$ cat src/include/pwr_seq_pkg.sv
// package: register map, fields, reset values and state codes
package pwr_seq_pkg;

    // ****************************************
    // register offsets (byte addresses)
    // ****************************************
    localparam logic [7:0] SEQ_STATUS_OFS = 8'h24;
    localparam logic [7:0] CONV_CTRL_OFS  = 8'h2c;
    localparam logic [7:0] IRQ_STATUS_OFS = 8'h50;
    localparam logic [7:0] IRQ_MASK_OFS   = 8'h54;

    // ****************************************
    // status fields and per-state config layout
    // ****************************************
    localparam int PREV_IO_BIT   = 29;
    localparam int PREV_PLL_BIT  = 28;
    localparam int PREV_ANA_BIT  = 25;
    localparam int PREV_CORE_BIT = 24;
    localparam int STATE_LSB     = 16;
    localparam int STATE_W       = 3;
    localparam int DWELL_LSB     = 16;
    localparam int DWELL_W       = 5;
    localparam int TILE_OFF_BIT  = 14;
    localparam int MOD_ANA_BIT   = 9;
    localparam int MOD_CORE_BIT  = 8;
    localparam int EN_IO_BIT     = 5;
    localparam int EN_PLL_BIT    = 4;
    localparam int EN_ANA_BIT    = 1;
    localparam int EN_CORE_BIT   = 0;

    // ****************************************
    // converter control fields
    // ****************************************
    localparam int PG_LSB       = 24;
    localparam int ERR_CLR_BIT  = 16;
    localparam int ANA_LIM_LSB  = 13;
    localparam int ANA_CLK_LSB  = 8;
    localparam int CORE_LIM_LSB = 5;
    localparam int CORE_CLK_LSB = 0;

    // ****************************************
    // reset values
    // ****************************************
    localparam logic [1:0] PG_RST       = 2'h2;
    localparam logic       ERR_CLR_RST  = 1'b0;
    localparam logic [1:0] ANA_LIM_RST  = 2'h0;
    localparam logic [1:0] ANA_CLK_RST  = 2'h1;
    localparam logic [1:0] CORE_LIM_RST = 2'h0;
    localparam logic [1:0] CORE_CLK_RST = 2'h1;
    localparam logic       PREV_ANA_RST = 1'b1;

    // ****************************************
    // interrupt events
    // ****************************************
    localparam int IRQ_W         = 3;
    localparam int IRQ_STATE_CHG = 0;
    localparam int IRQ_ASLEEP    = 1;
    localparam int IRQ_AWAKE     = 2;

    typedef enum logic [STATE_W-1:0] {
        SEQ_RESET,
        SEQ_ASLEEP,
        SEQ_WAKING1,
        SEQ_WAKING2,
        SEQ_AWAKE_WAIT,
        SEQ_AWAKE,
        SEQ_SLEEPING1,
        SEQ_SLEEPING2
    } seq_state_t;

endpackage

$ cat src/include/pwr_seq_if.sv
// interfaces: register strobes and dwell handshake
interface reg_access_if;
    logic        wr;
    logic        rd;
    logic [7:0]  addr;
    logic [31:0] wdata;
    logic [3:0]  be;
    logic [31:0] rdata;
    modport bus_side (output wr, rd, addr, wdata, be, input rdata);
    modport reg_side (input wr, rd, addr, wdata, be, output rdata);
endinterface

interface dwell_if;
    logic       start;
    logic [4:0] log2;
    logic       done;
    modport seq_side   (output start, log2, input done);
    modport timer_side (input start, log2, output done);
endinterface

$ cat src/avmm_regs_port.sv
// avalon-mm slave front end with one wait state per access
module avmm_regs_port (
    // clock and reset
    input  wire logic        clk_i,
    input  wire logic        rst_b_i,
    // avalon-mm slave
    input  wire logic [7:0]  avs_address_i,
    input  wire logic        avs_read_i,
    input  wire logic        avs_write_i,
    input  wire logic [31:0] avs_writedata_i,
    input  wire logic [3:0]  avs_byteenable_i,
    output logic      [31:0] avs_readdata_o,
    output logic             avs_waitrequest_o,
    // register side
    reg_access_if.bus_side   regs
);
    typedef struct packed {
        logic        waitreq;
        logic [31:0] rdata;
    } port_state_t;

    port_state_t cur_ff;
    port_state_t nxt_cur;

    always_comb begin
        nxt_cur     = cur_ff;
        regs.addr   = avs_address_i;
        regs.wdata  = avs_writedata_i;
        regs.be     = avs_byteenable_i;
        // commit in the cycle waitrequest is low
        regs.wr     = avs_write_i & ~cur_ff.waitreq;
        regs.rd     = avs_read_i & ~cur_ff.waitreq;
        if (!cur_ff.waitreq) begin
            nxt_cur.waitreq = 1'b1;
        end else if (avs_read_i || avs_write_i) begin
            nxt_cur.waitreq = 1'b0;
            nxt_cur.rdata   = avs_read_i ? regs.rdata : 32'h0000_0000;
        end
    end

    always_ff @(posedge clk_i) begin
        if (!rst_b_i) begin
            cur_ff <= '{waitreq: 1'b1, rdata: 32'h0000_0000};
        end else begin
            cur_ff <= nxt_cur;
        end
    end

    assign avs_readdata_o    = cur_ff.rdata;
    assign avs_waitrequest_o = cur_ff.waitreq;
endmodule

$ cat src/dwell_timer.sv
// counts two to the power of a 5-bit value of clock cycles
module dwell_timer (
    // clock and reset
    input  wire logic clk_i,
    input  wire logic rst_b_i,
    // handshake with the sequencer
    dwell_if.timer_side dw
);
    typedef struct packed {
        logic        busy;
        logic [31:0] cnt;
        logic [4:0]  lg;
    } timer_state_t;

    timer_state_t cur_ff;
    timer_state_t nxt_cur;
    logic [31:0]  limit;

    always_comb begin
        nxt_cur = cur_ff;
        limit   = (32'h0000_0001 << cur_ff.lg) - 32'h0000_0001;
        dw.done = cur_ff.busy && (cur_ff.cnt == limit);
        if (dw.start) begin
            nxt_cur.busy = 1'b1;
            nxt_cur.cnt  = 32'h0000_0000;
            nxt_cur.lg   = dw.log2;
        end else if (dw.done) begin
            nxt_cur.busy = 1'b0;
        end else if (cur_ff.busy) begin
            nxt_cur.cnt = cur_ff.cnt + 32'h0000_0001;
        end
    end

    always_ff @(posedge clk_i) begin
        if (!rst_b_i) begin
            cur_ff <= '{busy: 1'b0, cnt: 32'h0000_0000, lg: 5'h00};
        end else begin
            cur_ff <= nxt_cur;
        end
    end
endmodule

$ cat src/power_seq_ctrl.sv
// power sequencer with status and buck converter control registers
// Function
// RQ1 - the sequencer's present state reads back as a 3-bit code, 0 reset through 7 sleeping two.
// RQ2 - status bits 29 and 28 show the io supply and pll regulator enables of the previous state.
// RQ3 - status bits 25 and 24 show the analogue and core converter enables of the previous state.
// RQ4 - status bits 14, 9 and 8 mirror tile clock-disable and the two converter modulations.
// RQ5 - status bits 5, 4, 1 and 0 mirror the supply enables applied now, zero after reset.
// RQ6 - a 2-bit field selects the power-good threshold for both rails, reset value 2.
// RQ7 - writing one to the error-clear bit clears both converter errors and it stays until cleared.
// RQ8 - a 2-bit field selects the analogue converter current limit, reset value 0.
// RQ9 - a 2-bit field selects the analogue converter switching clock, reset value 1.
// RQ10 - a 2-bit field selects the core converter current limit, reset value 0.
// RQ11 - a 2-bit field selects the core converter switching clock, reset value 1.
// RQ12 - each timed sleeping state lasts two to the power of its programmed 5-bit value in cycles.
// RQ13 - each state applies the enables, modulations and tile clock-disable of its own config; the reset state holds them zero instead.
// RQ14 - writes to the status word and reserved bits are ignored and reserved bits read zero.
// RQ15 - previous-state flags capture the enables in force just before each transition.
module power_seq_ctrl (
    // clock and reset
    input  wire logic                clk_i,
    input  wire logic                rst_b_i,
    // avalon-mm slave
    input  wire logic [7:0]          avs_address_i,
    input  wire logic                avs_read_i,
    input  wire logic                avs_write_i,
    input  wire logic [31:0]         avs_writedata_i,
    input  wire logic [3:0]          avs_byteenable_i,
    output logic      [31:0]         avs_readdata_o,
    output logic                     avs_waitrequest_o,
    // per-state config words by state code
    input  wire logic [7:0][31:0]    state_cfg_i,
    // sequencing events
    input  wire logic                wake_req_i,
    input  wire logic                sleep_req_i,
    input  wire logic                supplies_good_i,
    input  wire logic                clock_stable_i,
    // applied supply settings
    output logic                     io_supply_output_en_o,
    output logic                     pll_supply_regulator_en_o,
    output logic                     analogue_buck_converter_en_o,
    output logic                     core_buck_converter_en_o,
    output logic                     tile_clk_off_o,
    output logic                     analogue_pfm_o,
    output logic                     core_pfm_o,
    output logic [2:0]               seq_state_o,
    // converter control
    output logic [1:0]               pg_level_o,
    output logic                     conv_err_clear_o,
    output logic [1:0]               analogue_ilim_o,
    output logic [1:0]               analogue_clk_sel_o,
    output logic [1:0]               core_ilim_o,
    output logic [1:0]               core_clk_sel_o,
    // interrupt
    output logic                     irq_o
);

    // ****************************************
    // state
    // ****************************************
    typedef struct packed {
        pwr_seq_pkg::seq_state_t         st;
        logic                            io_en;
        logic                            pll_en;
        logic                            ana_en;
        logic                            core_en;
        logic                            tile_off;
        logic                            mod_ana;
        logic                            mod_core;
        logic                            prev_io;
        logic                            prev_pll;
        logic                            prev_ana;
        logic                            prev_core;
        logic [1:0]                      pg_lvl;
        logic                            err_clr;
        logic [1:0]                      ana_lim;
        logic [1:0]                      ana_clk;
        logic [1:0]                      core_lim;
        logic [1:0]                      core_clk;
        logic [pwr_seq_pkg::IRQ_W-1:0]   irq_sts;
        logic [pwr_seq_pkg::IRQ_W-1:0]   irq_msk;
        logic                            irq;
    } seq_ctrl_t;

    seq_ctrl_t                       cur_ff;
    seq_ctrl_t                       nxt_cur;
    logic [31:0]                     cfg_nxt;
    logic [pwr_seq_pkg::IRQ_W-1:0]   ev;
    logic                            moved;

    reg_access_if regs ();
    dwell_if      dw ();

    // ****************************************
    // helpers
    // ****************************************
    function automatic logic hit(input logic [7:0] a, input logic [7:0] ofs);
        return a[7:2] == ofs[7:2];
    endfunction

    // ****************************************
    // submodules
    // ****************************************
    avmm_regs_port u_port (
        .clk_i            (clk_i),
        .rst_b_i          (rst_b_i),
        .avs_address_i    (avs_address_i),
        .avs_read_i       (avs_read_i),
        .avs_write_i      (avs_write_i),
        .avs_writedata_i  (avs_writedata_i),
        .avs_byteenable_i (avs_byteenable_i),
        .avs_readdata_o   (avs_readdata_o),
        .avs_waitrequest_o(avs_waitrequest_o),
        .regs             (regs.bus_side)
    );

    dwell_timer u_dwell (
        .clk_i  (clk_i),
        .rst_b_i(rst_b_i),
        .dw     (dw.timer_side)
    );

    // ****************************************
    // read data
    // ****************************************
    always_comb begin
        regs.rdata = 32'h0000_0000; // RQ14
        if (hit(regs.addr, pwr_seq_pkg::SEQ_STATUS_OFS)) begin
            regs.rdata[pwr_seq_pkg::PREV_IO_BIT]   = cur_ff.prev_io; // RQ2
            regs.rdata[pwr_seq_pkg::PREV_PLL_BIT]  = cur_ff.prev_pll; // RQ2
            regs.rdata[pwr_seq_pkg::PREV_ANA_BIT]  = cur_ff.prev_ana; // RQ3
            regs.rdata[pwr_seq_pkg::PREV_CORE_BIT] = cur_ff.prev_core; // RQ3
            regs.rdata[pwr_seq_pkg::STATE_LSB +: pwr_seq_pkg::STATE_W] = cur_ff.st; // RQ1
            regs.rdata[pwr_seq_pkg::TILE_OFF_BIT]  = cur_ff.tile_off; // RQ4
            regs.rdata[pwr_seq_pkg::MOD_ANA_BIT]   = cur_ff.mod_ana; // RQ4
            regs.rdata[pwr_seq_pkg::MOD_CORE_BIT]  = cur_ff.mod_core; // RQ4
            regs.rdata[pwr_seq_pkg::EN_IO_BIT]     = cur_ff.io_en; // RQ5
            regs.rdata[pwr_seq_pkg::EN_PLL_BIT]    = cur_ff.pll_en; // RQ5
            regs.rdata[pwr_seq_pkg::EN_ANA_BIT]    = cur_ff.ana_en; // RQ5
            regs.rdata[pwr_seq_pkg::EN_CORE_BIT]   = cur_ff.core_en; // RQ5
        end else if (hit(regs.addr, pwr_seq_pkg::CONV_CTRL_OFS)) begin
            regs.rdata[pwr_seq_pkg::PG_LSB +: 2]       = cur_ff.pg_lvl;
            regs.rdata[pwr_seq_pkg::ERR_CLR_BIT]       = cur_ff.err_clr;
            regs.rdata[pwr_seq_pkg::ANA_LIM_LSB +: 2]  = cur_ff.ana_lim;
            regs.rdata[pwr_seq_pkg::ANA_CLK_LSB +: 2]  = cur_ff.ana_clk;
            regs.rdata[pwr_seq_pkg::CORE_LIM_LSB +: 2] = cur_ff.core_lim;
            regs.rdata[pwr_seq_pkg::CORE_CLK_LSB +: 2] = cur_ff.core_clk;
        end else if (hit(regs.addr, pwr_seq_pkg::IRQ_STATUS_OFS)) begin
            regs.rdata[pwr_seq_pkg::IRQ_W-1:0] = cur_ff.irq_sts;
        end else if (hit(regs.addr, pwr_seq_pkg::IRQ_MASK_OFS)) begin
            regs.rdata[pwr_seq_pkg::IRQ_W-1:0] = cur_ff.irq_msk;
        end
    end

    // ****************************************
    // sequencer, applied settings, registers
    // ****************************************
    always_comb begin
        nxt_cur = cur_ff;
        ev      = '0;

        // state transitions
        case (cur_ff.st)
            pwr_seq_pkg::SEQ_RESET: begin
                nxt_cur.st = pwr_seq_pkg::SEQ_WAKING1;
            end
            pwr_seq_pkg::SEQ_ASLEEP: begin
                if (wake_req_i) begin
                    nxt_cur.st = pwr_seq_pkg::SEQ_WAKING1;
                end
            end
            pwr_seq_pkg::SEQ_WAKING1: begin
                if (supplies_good_i) begin
                    nxt_cur.st = pwr_seq_pkg::SEQ_WAKING2;
                end
            end
            pwr_seq_pkg::SEQ_WAKING2: begin
                if (supplies_good_i) begin
                    nxt_cur.st = pwr_seq_pkg::SEQ_AWAKE_WAIT;
                end
            end
            pwr_seq_pkg::SEQ_AWAKE_WAIT: begin
                if (clock_stable_i) begin
                    nxt_cur.st = pwr_seq_pkg::SEQ_AWAKE;
                end
            end
            pwr_seq_pkg::SEQ_AWAKE: begin
                if (sleep_req_i) begin
                    nxt_cur.st = pwr_seq_pkg::SEQ_SLEEPING1;
                end
            end
            pwr_seq_pkg::SEQ_SLEEPING1: begin
                if (dw.done) begin
                    nxt_cur.st = pwr_seq_pkg::SEQ_SLEEPING2; // RQ12
                end
            end
            pwr_seq_pkg::SEQ_SLEEPING2: begin
                if (dw.done) begin
                    nxt_cur.st = pwr_seq_pkg::SEQ_ASLEEP; // RQ12
                end
            end
            default: begin
                nxt_cur.st = pwr_seq_pkg::SEQ_RESET;
            end
        endcase

        moved   = nxt_cur.st != cur_ff.st;
        cfg_nxt = state_cfg_i[nxt_cur.st];

        // dwell starts on entry to a timed state
        dw.start = moved && ((nxt_cur.st == pwr_seq_pkg::SEQ_SLEEPING1) ||
                             (nxt_cur.st == pwr_seq_pkg::SEQ_SLEEPING2)); // RQ12
        dw.log2  = cfg_nxt[pwr_seq_pkg::DWELL_LSB +: pwr_seq_pkg::DWELL_W]; // RQ12

        // enables of the state being left
        if (moved) begin
            nxt_cur.prev_io   = cur_ff.io_en; // RQ15
            nxt_cur.prev_pll  = cur_ff.pll_en; // RQ15
            nxt_cur.prev_ana  = cur_ff.ana_en; // RQ15
            nxt_cur.prev_core = cur_ff.core_en; // RQ15
        end

        // settings of the next state
        nxt_cur.io_en    = cfg_nxt[pwr_seq_pkg::EN_IO_BIT]; // RQ13
        nxt_cur.pll_en   = cfg_nxt[pwr_seq_pkg::EN_PLL_BIT]; // RQ13
        nxt_cur.ana_en   = cfg_nxt[pwr_seq_pkg::EN_ANA_BIT]; // RQ13
        nxt_cur.core_en  = cfg_nxt[pwr_seq_pkg::EN_CORE_BIT]; // RQ13
        nxt_cur.tile_off = cfg_nxt[pwr_seq_pkg::TILE_OFF_BIT]; // RQ13
        nxt_cur.mod_ana  = cfg_nxt[pwr_seq_pkg::MOD_ANA_BIT]; // RQ13
        nxt_cur.mod_core = cfg_nxt[pwr_seq_pkg::MOD_CORE_BIT]; // RQ13

        // control writes per lane
        if (regs.wr && hit(regs.addr, pwr_seq_pkg::CONV_CTRL_OFS)) begin
            if (regs.be[3]) begin
                nxt_cur.pg_lvl = regs.wdata[pwr_seq_pkg::PG_LSB +: 2]; // RQ6
            end
            if (regs.be[2]) begin
                nxt_cur.err_clr = regs.wdata[pwr_seq_pkg::ERR_CLR_BIT]; // RQ7
            end
            if (regs.be[1]) begin
                nxt_cur.ana_lim = regs.wdata[pwr_seq_pkg::ANA_LIM_LSB +: 2]; // RQ8
                nxt_cur.ana_clk = regs.wdata[pwr_seq_pkg::ANA_CLK_LSB +: 2]; // RQ9
            end
            if (regs.be[0]) begin
                nxt_cur.core_lim = regs.wdata[pwr_seq_pkg::CORE_LIM_LSB +: 2]; // RQ10
                nxt_cur.core_clk = regs.wdata[pwr_seq_pkg::CORE_CLK_LSB +: 2]; // RQ11
            end
        end

        // interrupt mask write
        if (regs.wr && regs.be[0] && hit(regs.addr, pwr_seq_pkg::IRQ_MASK_OFS)) begin
            nxt_cur.irq_msk = regs.wdata[pwr_seq_pkg::IRQ_W-1:0];
        end

        // events; a read clears only the bits it returned, set wins
        ev[pwr_seq_pkg::IRQ_STATE_CHG] = moved;
        ev[pwr_seq_pkg::IRQ_ASLEEP]    = moved && (nxt_cur.st == pwr_seq_pkg::SEQ_ASLEEP);
        ev[pwr_seq_pkg::IRQ_AWAKE]     = moved && (nxt_cur.st == pwr_seq_pkg::SEQ_AWAKE);
        if (regs.rd && hit(regs.addr, pwr_seq_pkg::IRQ_STATUS_OFS)) begin
            nxt_cur.irq_sts = cur_ff.irq_sts & ~avs_readdata_o[pwr_seq_pkg::IRQ_W-1:0];
        end
        nxt_cur.irq_sts = nxt_cur.irq_sts | ev;
        nxt_cur.irq     = |(nxt_cur.irq_sts & nxt_cur.irq_msk);
    end

    // ****************************************
    // registers
    // ****************************************
    always_ff @(posedge clk_i) begin
        if (!rst_b_i) begin
            cur_ff           <= '0; // RQ5
            cur_ff.st        <= pwr_seq_pkg::SEQ_RESET;
            cur_ff.prev_ana  <= pwr_seq_pkg::PREV_ANA_RST; // RQ3
            cur_ff.pg_lvl    <= pwr_seq_pkg::PG_RST; // RQ6
            cur_ff.err_clr   <= pwr_seq_pkg::ERR_CLR_RST;
            cur_ff.ana_lim   <= pwr_seq_pkg::ANA_LIM_RST;
            cur_ff.ana_clk   <= pwr_seq_pkg::ANA_CLK_RST; // RQ9
            cur_ff.core_lim  <= pwr_seq_pkg::CORE_LIM_RST;
            cur_ff.core_clk  <= pwr_seq_pkg::CORE_CLK_RST; // RQ11
        end else begin
            cur_ff <= nxt_cur;
        end
    end

    // ****************************************
    // outputs
    // ****************************************
    assign io_supply_output_en_o        = cur_ff.io_en;
    assign pll_supply_regulator_en_o    = cur_ff.pll_en;
    assign analogue_buck_converter_en_o = cur_ff.ana_en;
    assign core_buck_converter_en_o     = cur_ff.core_en;
    assign tile_clk_off_o               = cur_ff.tile_off;
    assign analogue_pfm_o               = cur_ff.mod_ana;
    assign core_pfm_o                   = cur_ff.mod_core;
    assign seq_state_o                  = cur_ff.st;
    assign pg_level_o                   = cur_ff.pg_lvl;
    assign conv_err_clear_o             = cur_ff.err_clr; // RQ7
    assign analogue_ilim_o              = cur_ff.ana_lim;
    assign analogue_clk_sel_o           = cur_ff.ana_clk;
    assign core_ilim_o                  = cur_ff.core_lim;
    assign core_clk_sel_o               = cur_ff.core_clk;
    assign irq_o                        = cur_ff.irq;

endmodule

$ cat config.mk
export PLATFORM = sky130hd
export DESIGN_NAME = power_seq_ctrl
export DESIGN_NICKNAME = d
export VERILOG_FILES = /design/src/include/pwr_seq_pkg.sv /design/src/include/pwr_seq_if.sv /design/src/avmm_regs_port.sv /design/src/dwell_timer.sv /design/src/power_seq_ctrl.sv
export SDC_FILE = /design/constraint.sdc
export NUM_CORES = 1
export LEC_CHECK = 0
export BUFFER_PORTS_ARGS = -buffer_cell sky130_fd_sc_hd__buf_2
export CORE_AREA = 2 2 141 143
export DETAILED_ROUTE_END_ITERATION = 7
export DIE_AREA = 0 0 143 145
export HOLD_SLACK_MARGIN = 0.1
export PLACE_DENSITY = 0.71
export SLEW_MARGIN = 20
export SYNTH_ARGS = -nofsm -noshare
export SYNTH_HDL_FRONTEND = slang
export SYNTH_SLANG_ARGS = --single-unit
$ cat constraint.sdc
create_clock -name clk_i -period 4.5 [get_ports clk_i]
set_input_delay 0.675 -clock clk_i [delete_from_list [all_inputs] [get_ports clk_i]]
set_output_delay 0.675 -clock clk_i [all_outputs]
set_load 0.05 [all_outputs]
# Word level (Yosys, flattened, before mapping)
# Index checks and enable logic that the tools add are counted.
[totals]
regBits = 103
[classes]
n_addsub = 2
magnitude_cmp = 1
eq_ne = 17
shift = 1
muxes = 39
bitwise = 9
n_reduce_logical = 21
[ops]
columns = ["operator", "count"]
rows = [
  ["$bmux W32 S3", 1],
  ["$mux W33", 2],
  ["$mux W32", 2],
  ["$mux W3", 11],
  ["$add A32 B1 Y32 const B", 1],
  ["$eq A32 B32 Y1", 1],
  ["$shl A1 B5 Y32 const A", 1],
  ["$sub A32 B1 Y32 const B", 1],
  ["$mux W30", 1],
  ["$pmux W3 S8", 1],
  ["$eq A3 B3 Y1 const B", 7],
  ["$mux W21", 1],
  ["$mux W2", 10],
  ["$reduce_and A2 Y1", 7],
  ["$eq A6 B4 Y1 const B", 2],
  ["$eq A6 B5 Y1 const B", 2],
  ["$mux W1", 10],
  ["$logic_and A1 B1 Y1", 8],
  ["$and A3 B3 Y3", 2],
  ["$eq A3 B1 Y1 const B", 2],
  ["$eq A3 B2 Y1 const B", 2],
  ["$lt A3 B4 Y1 const B", 1],
  ["$logic_not A3 Y1", 1],
  ["$ne A3 B3 Y1", 1],
  ["8 further kinds", 12],
]

# Depth between registers and ports, before layout
[logic_depth]
ltp_word = 11
depth_mapped = 16
depth_no_buf = 11

# By module
# From an unflattened synthesis, not the netlist that was laid out.
[hier_totals]
cells_unflattened = 855
hier_area_um2 = 7475.9
[modules_own_cells]
columns = ["mod", "n_inst", "cells_per_inst", "area_each_um2"]
rows = [
  ["dwell_timer", 1, 386, 3138.0],
  ["power_seq_ctrl", 1, 278, 2557.5],
  ["avmm_regs_port", 1, 191, 1780.5],
]

# Least setup slack after synthesis
# Ideal clock, no wire load.
[synth_path]
kind = "register -> register"
start = "reg u_dwell.cur_ff[2] in the netlist's numbering"
end = "reg cur_ff (netlist bit analogue_buck_converter_en_o)"
setup_time_ps = 140
t_arrival_ps = 3283
t_required_ps = 4360
slack_ps = 1077
stages_incl_launch_ff = 15
n_path_buf = 3
cell_sequence = "dfxtp_1 buf_2 nor4_1 nand2_1 ha_1 inv_1 nor3_1 or4_1 a211oi_1 o2111a_1 buf_2 clkbuf_1 a21oi_1 o311ai_0 nand4_1"
[synth_via]
elab_chain_cells = 8
elab_cells_between_ends = 9
cone_classes = "add/sub (1); eq/ne (1); shift (1); mux (5); reduce/logical (1)"
[synth_rtl]
columns = ["item", "line", "text"]
rows = [
  ["from (decl)", "dwell_timer.sv:15", "timer_state_t cur_ff;"],
  ["from (signal assigned)", "dwell_timer.sv:36", "cur_ff <= '{busy: 1'b0, cnt: 32'h0000_0000, lg: 5'h00};"],
  ["from (signal assigned)", "dwell_timer.sv:38", "cur_ff <= nxt_cur;"],
  ["$shl A1 B5 Y32 (*)", "dwell_timer.sv:21", "limit = (32'h0000_0001 << cur_ff.lg) - 32'h0000_0001;"],
  ["$sub A32 B1 Y32 (*)", "dwell_timer.sv:21", ""],
  ["$eq A32 B32 Y1 (*)", "dwell_timer.sv:22", "dw.done = cur_ff.busy && (cur_ff.cnt == limit);"],
  ["$logic_and A1 B1 Y1 (*)", "dwell_timer.sv:22", ""],
  ["$mux W3 (on tied branches)", "power_seq_ctrl.sv:197, power_seq_ctrl.sv:192", ""],
  ["$pmux W3 S8 (*)", "power_seq_ctrl.sv:162", "case (cur_ff.st)"],
  ["$bmux W32 S3 (*)", "power_seq_ctrl.sv:207", "cfg_nxt = state_cfg_i[nxt_cur.st];"],
  ["$mux W21 (implied by the code) (*)", "power_seq_ctrl.sv:207", ""],
  ["to (signal assigned)", "power_seq_ctrl.sv:280", "cur_ff <= nxt_cur;"],
  ["to (decl)", "power_seq_ctrl.sv:84", "seq_ctrl_t cur_ff;"],
]
# Mark *: on every way between the ends. The rest lies on a longest branch, timed or not. The select of a mux whose other input is x is not followed.
# A chain may end at the register's enable or synchronous reset.

# Worst setup path after layout
[layout_path]
start = "reg u_dwell.cur_ff[3] in the netlist's numbering"
end = "reg cur_ff (netlist bit core_pfm_o)"
# Same word-level chain as after synthesis.

==> results.json <==
{
  "synth_area_um2": 6484,
  "coreArea_um2": 19210,
  "crit_end": "core_pfm_o",
  "cts_resized": 0,
  "rsz0062_at_grt": "no",
  "slew_viol_final": 0,
  "initial_core_util_pct": 33.76,
  "seq_area_um2": 1762,
  "hold_class": "reg -> reg",
  "clock_sinks": 88,
  "busiest_layer": "met2",
  "crit_path_end_kind": "flip-flop",
  "die-area_um2": 20740,
  "placed_area_um2": 7171,
  "yosysWarnings": 0,
  "drt_first_pass_iters": 5,
  "ir_worst_vdd_v": 0.0001716,
  "fin_nets": 1247,
  "critPathRequiredTime_ns": 4.76,
  "use_met1_pct": 25.97,
  "cts_made_buffers": 9,
  "r2r_cells": 12,
  "fin_total_pwr_mw": 1.984,
  "multi_input_area_um2": 4155,
  "routabilityCongestion": 0.9100,
  "cp.arrival_ns": 4.51,
  "cts_max_level": 3,
  "fin_area_um2": 7491,
  "start_kind": "flip-flop",
  "period_share_pct": 94.43,
  "setup_tns_ns": 0,
  "final_util_pct": 39.00,
  "layout_setup_ws_ns": 0.2505,
  "io_buffers": 128,
  "synth_seq_cells": 88,
  "cellLeakagePower_nw": 2.814,
  "synth_edf_count": 0,
  "setup_viol": 0,
  "timing.hold.ws_ns": 0.4812,
  "io_pins": 363,
  "cap_violations": 0,
  "path_clk_slew_ns": 0.06,
  "viasPerCell": 5.753,
  "grt_util_met3_pct": 3.003,
  "grt_pass1_vias": 6048,
  "initialDrtViolationCount": 638,
  "finalHoldViolCount": 0,
  "drc": 0,
  "dieHeight_um": 145,
  "final_cell_mix": "buf_2 (128), dfxtp_1 (88), a21oi_1 (86)",
  "worst_pin_slew_ns": 0.8772,
  "r2r_slack_ns": 0.25,
  "area_growth_pct": 15.53,
  "crit_path_start": "u_dwell.cur_ff[3]",
  "pre_cts_ws_ns": 0.3163,
  "antenna_cells": 0,
  "skew_ns": 0.004364,
  "fin_cells": 1207,
  "power_density_nw_per_um2": 264.8,
  "n_fill_cell": 1966,
  "die_w_um": 143,
  "min_period_ns": 4.250,
  "root_buffer": "clkbuf_16",
  "syn_avg_cell_area_um2": 7.574,
  "num_rows": 51,
  "critPathMaxFanout": 29,
  "clock_path_buffers": 2,
  "hpwl_um": 14300,
  "ys_seq_area_share_pct": 27.17,
  "clk_latency_ns": 0.34,
  "ant_nets": 0,
  "r2r_end": "core_pfm_o",
  "layout-drive-gt1-share_pct": 21.34,
  "synth.distinct_cells": 85,
  "dp_cells": 1191,
  "fmax_ghz": 0.2353,
  "regToRegStartpoint": "u_dwell.cur_ff[3]",
  "grt_pass1_wl_um": 31500,
  "grt_overflow_total": 0,
  "synth_top_flop_cell": "dfxtp_1",
  "postSynthCellCount": 856,
  "crit_type": "reg -> reg",
  "grt_usage_pct": 18.52,
  "wl_per_cell_um": 16.24,
  "async_reset_ff_share_pct": 0,
  "relSlewSlack_pct": 41.35,
  "final_common_cell": "buf_2",
  "grt_max_degree": 33,
  "cts_tree": "done",
  "antenna_found_initial": 0,
  "status": "finished clean",
  "grtUsageMet2_pct": 28.25,
  "dr_total_vias": 6944,
  "totalWireLength_um": 19600
}
## cell usage after synthesis, types with 4 or more instances
master	instances	area [um2]
buf_2	22	110.1
a22oi_1	13	97.59
and2_1	6	37.54
nand2_1	74	277.8
buf_6	6	67.56
o21ai_1	10	50.05
or3_1	24	150.1
a32oi_1	5	43.79
o21a_1	7	52.55
and4_1	5	43.79
o211ai_1	17	127.6
a211oi_1	11	82.58
mux2i_1	18	180.2
nand4_1	27	168.9
o22ai_1	8	50.05
a21oi_1	86	430.4
xnor2_1	4	35.03
o31ai_1	31	232.7
inv_1	15	56.30
nor4_1	10	62.56
clkbuf_1	35	131.4
a22o_1	7	61.31
nand3_1	65	325.3
dfxtp_1	88	1762
nor2_1	44	165.2
or2_2	4	25.02
or4_1	17	127.6
a31oi_1	4	25.02
and3_1	12	75.07
xor2_1	7	61.31
buf_1	5	18.77
nor2b_1	7	43.79
buf_4	31	232.7
nor3_1	20	100.1
o311ai_0	7	61.31
o21ai_0	24	120.1
nand2b_1	12	75.07
mux2_2	8	90.09
## per-layer routing
layer | wire length, um | part of all wire (%) | vias to the layer above
met4 | 535 | 2.7 | 0
li1 | - | - | 3363
met3 | 1558 | 7.9 | 34
met5 | 0 | 0 | -
met1 | 8649 | 44 | 3228
met2 | 8857 | 45 | 319
## state kept, by name, summed over array words and instances, names as in the netlist
register and count:
u_dwell.cur_ff 38, u_port.avs_readdata_o 17, cur_ff 10, seq_state_o 3
analogue_clk_sel_o 2, analogue_ilim_o 2, core_clk_sel_o 2, core_ilim_o 2
pg_level_o 2, analogue_buck_converter_en_o 1, analogue_pfm_o 1, conv_err_clear_o 1
core_buck_converter_en_o 1, core_pfm_o 1, io_supply_output_en_o 1, irq_o 1
pll_supply_regulator_en_o 1, tile_clk_off_o 1, u_port.avs_waitrequest_o 1
## cell families (layout without fill, tap and decap cells)
| kind of cell | count (synthesis) | after routing | share of synthesized area, % |
|---|---|---|---|
| compound gates | 268 | 268 | 28.31 |
| xor+xnor | 12 | 12 | 1.852 |
| fa+ha+maj | 2 | 2 | 0.3859 |
| buf+inv | 117 | 189 | 9.745 |
| flops | 88 | 88 | 27.17 |
| mux | 26 | 26 | 4.168 |
| other cells | 1 | 15 | 0.05784 |
| simple gates | 342 | 342 | 28.31 |
## critical path, stage by stage, from the launching register on
cell	delay (ns)
dfxtp_1	0.46
nor3_1	0.49
nand2b_1	0.12
ha_1	0.35
nand2b_1	0.21
nor2_1	0.08
or4_1	0.47
a211oi_1	0.44
o2111ai_2	0.17
buf_4	0.29
o32ai_4	0.61
o211ai_1	0.22
nand4_1	0.23
## area by class of cell
class / count / share of cell area, %
clock inverters: 6 / 1.219
inverters: 15 / 0.7516
clock buffers: 10 / 3.057
well taps: 265 / 4.426
repair buffers: 158 / 11.56
flip-flops and latches: 88 / 23.52
multi-input cells: 665 / 55.47
## report_power, final
group | switching, mW | leakage [nW] | internal, mW
combinational | 0.243 | 1.95 | 0.115
clock | 0.322 | 0.151 | 0.490
sequential | 0.0200 | 0.712 | 0.794
## how the worst min path moves through the flow
stage / startpoint / to / cells past startpoint
after global placement: cur_ff[21] / cur_ff[21] / 2
after CTS: core_ilim_o[0] / core_ilim_o[0] / 2
after floorplan: analogue_clk_sel_o[1] / analogue_clk_sel_o[1] / 2
after global routing: core_ilim_o[0] / core_ilim_o[0] / 2
after detailed placement: core_ilim_o[0] / core_ilim_o[0] / 2
final: cur_ff[21] / cur_ff[21] / 2
## repair_timing
| item | 4_1_cts | 5_1_grt |
|---|---|---|
| setup endpoints to repair | 0 | 2 |
| setup buffers | 0 | 0 |
| hold buffers | 0 | 0 |
| endpoints found under the hold margin | 0 | 0 |
Power figures use the tool's default switching activity.
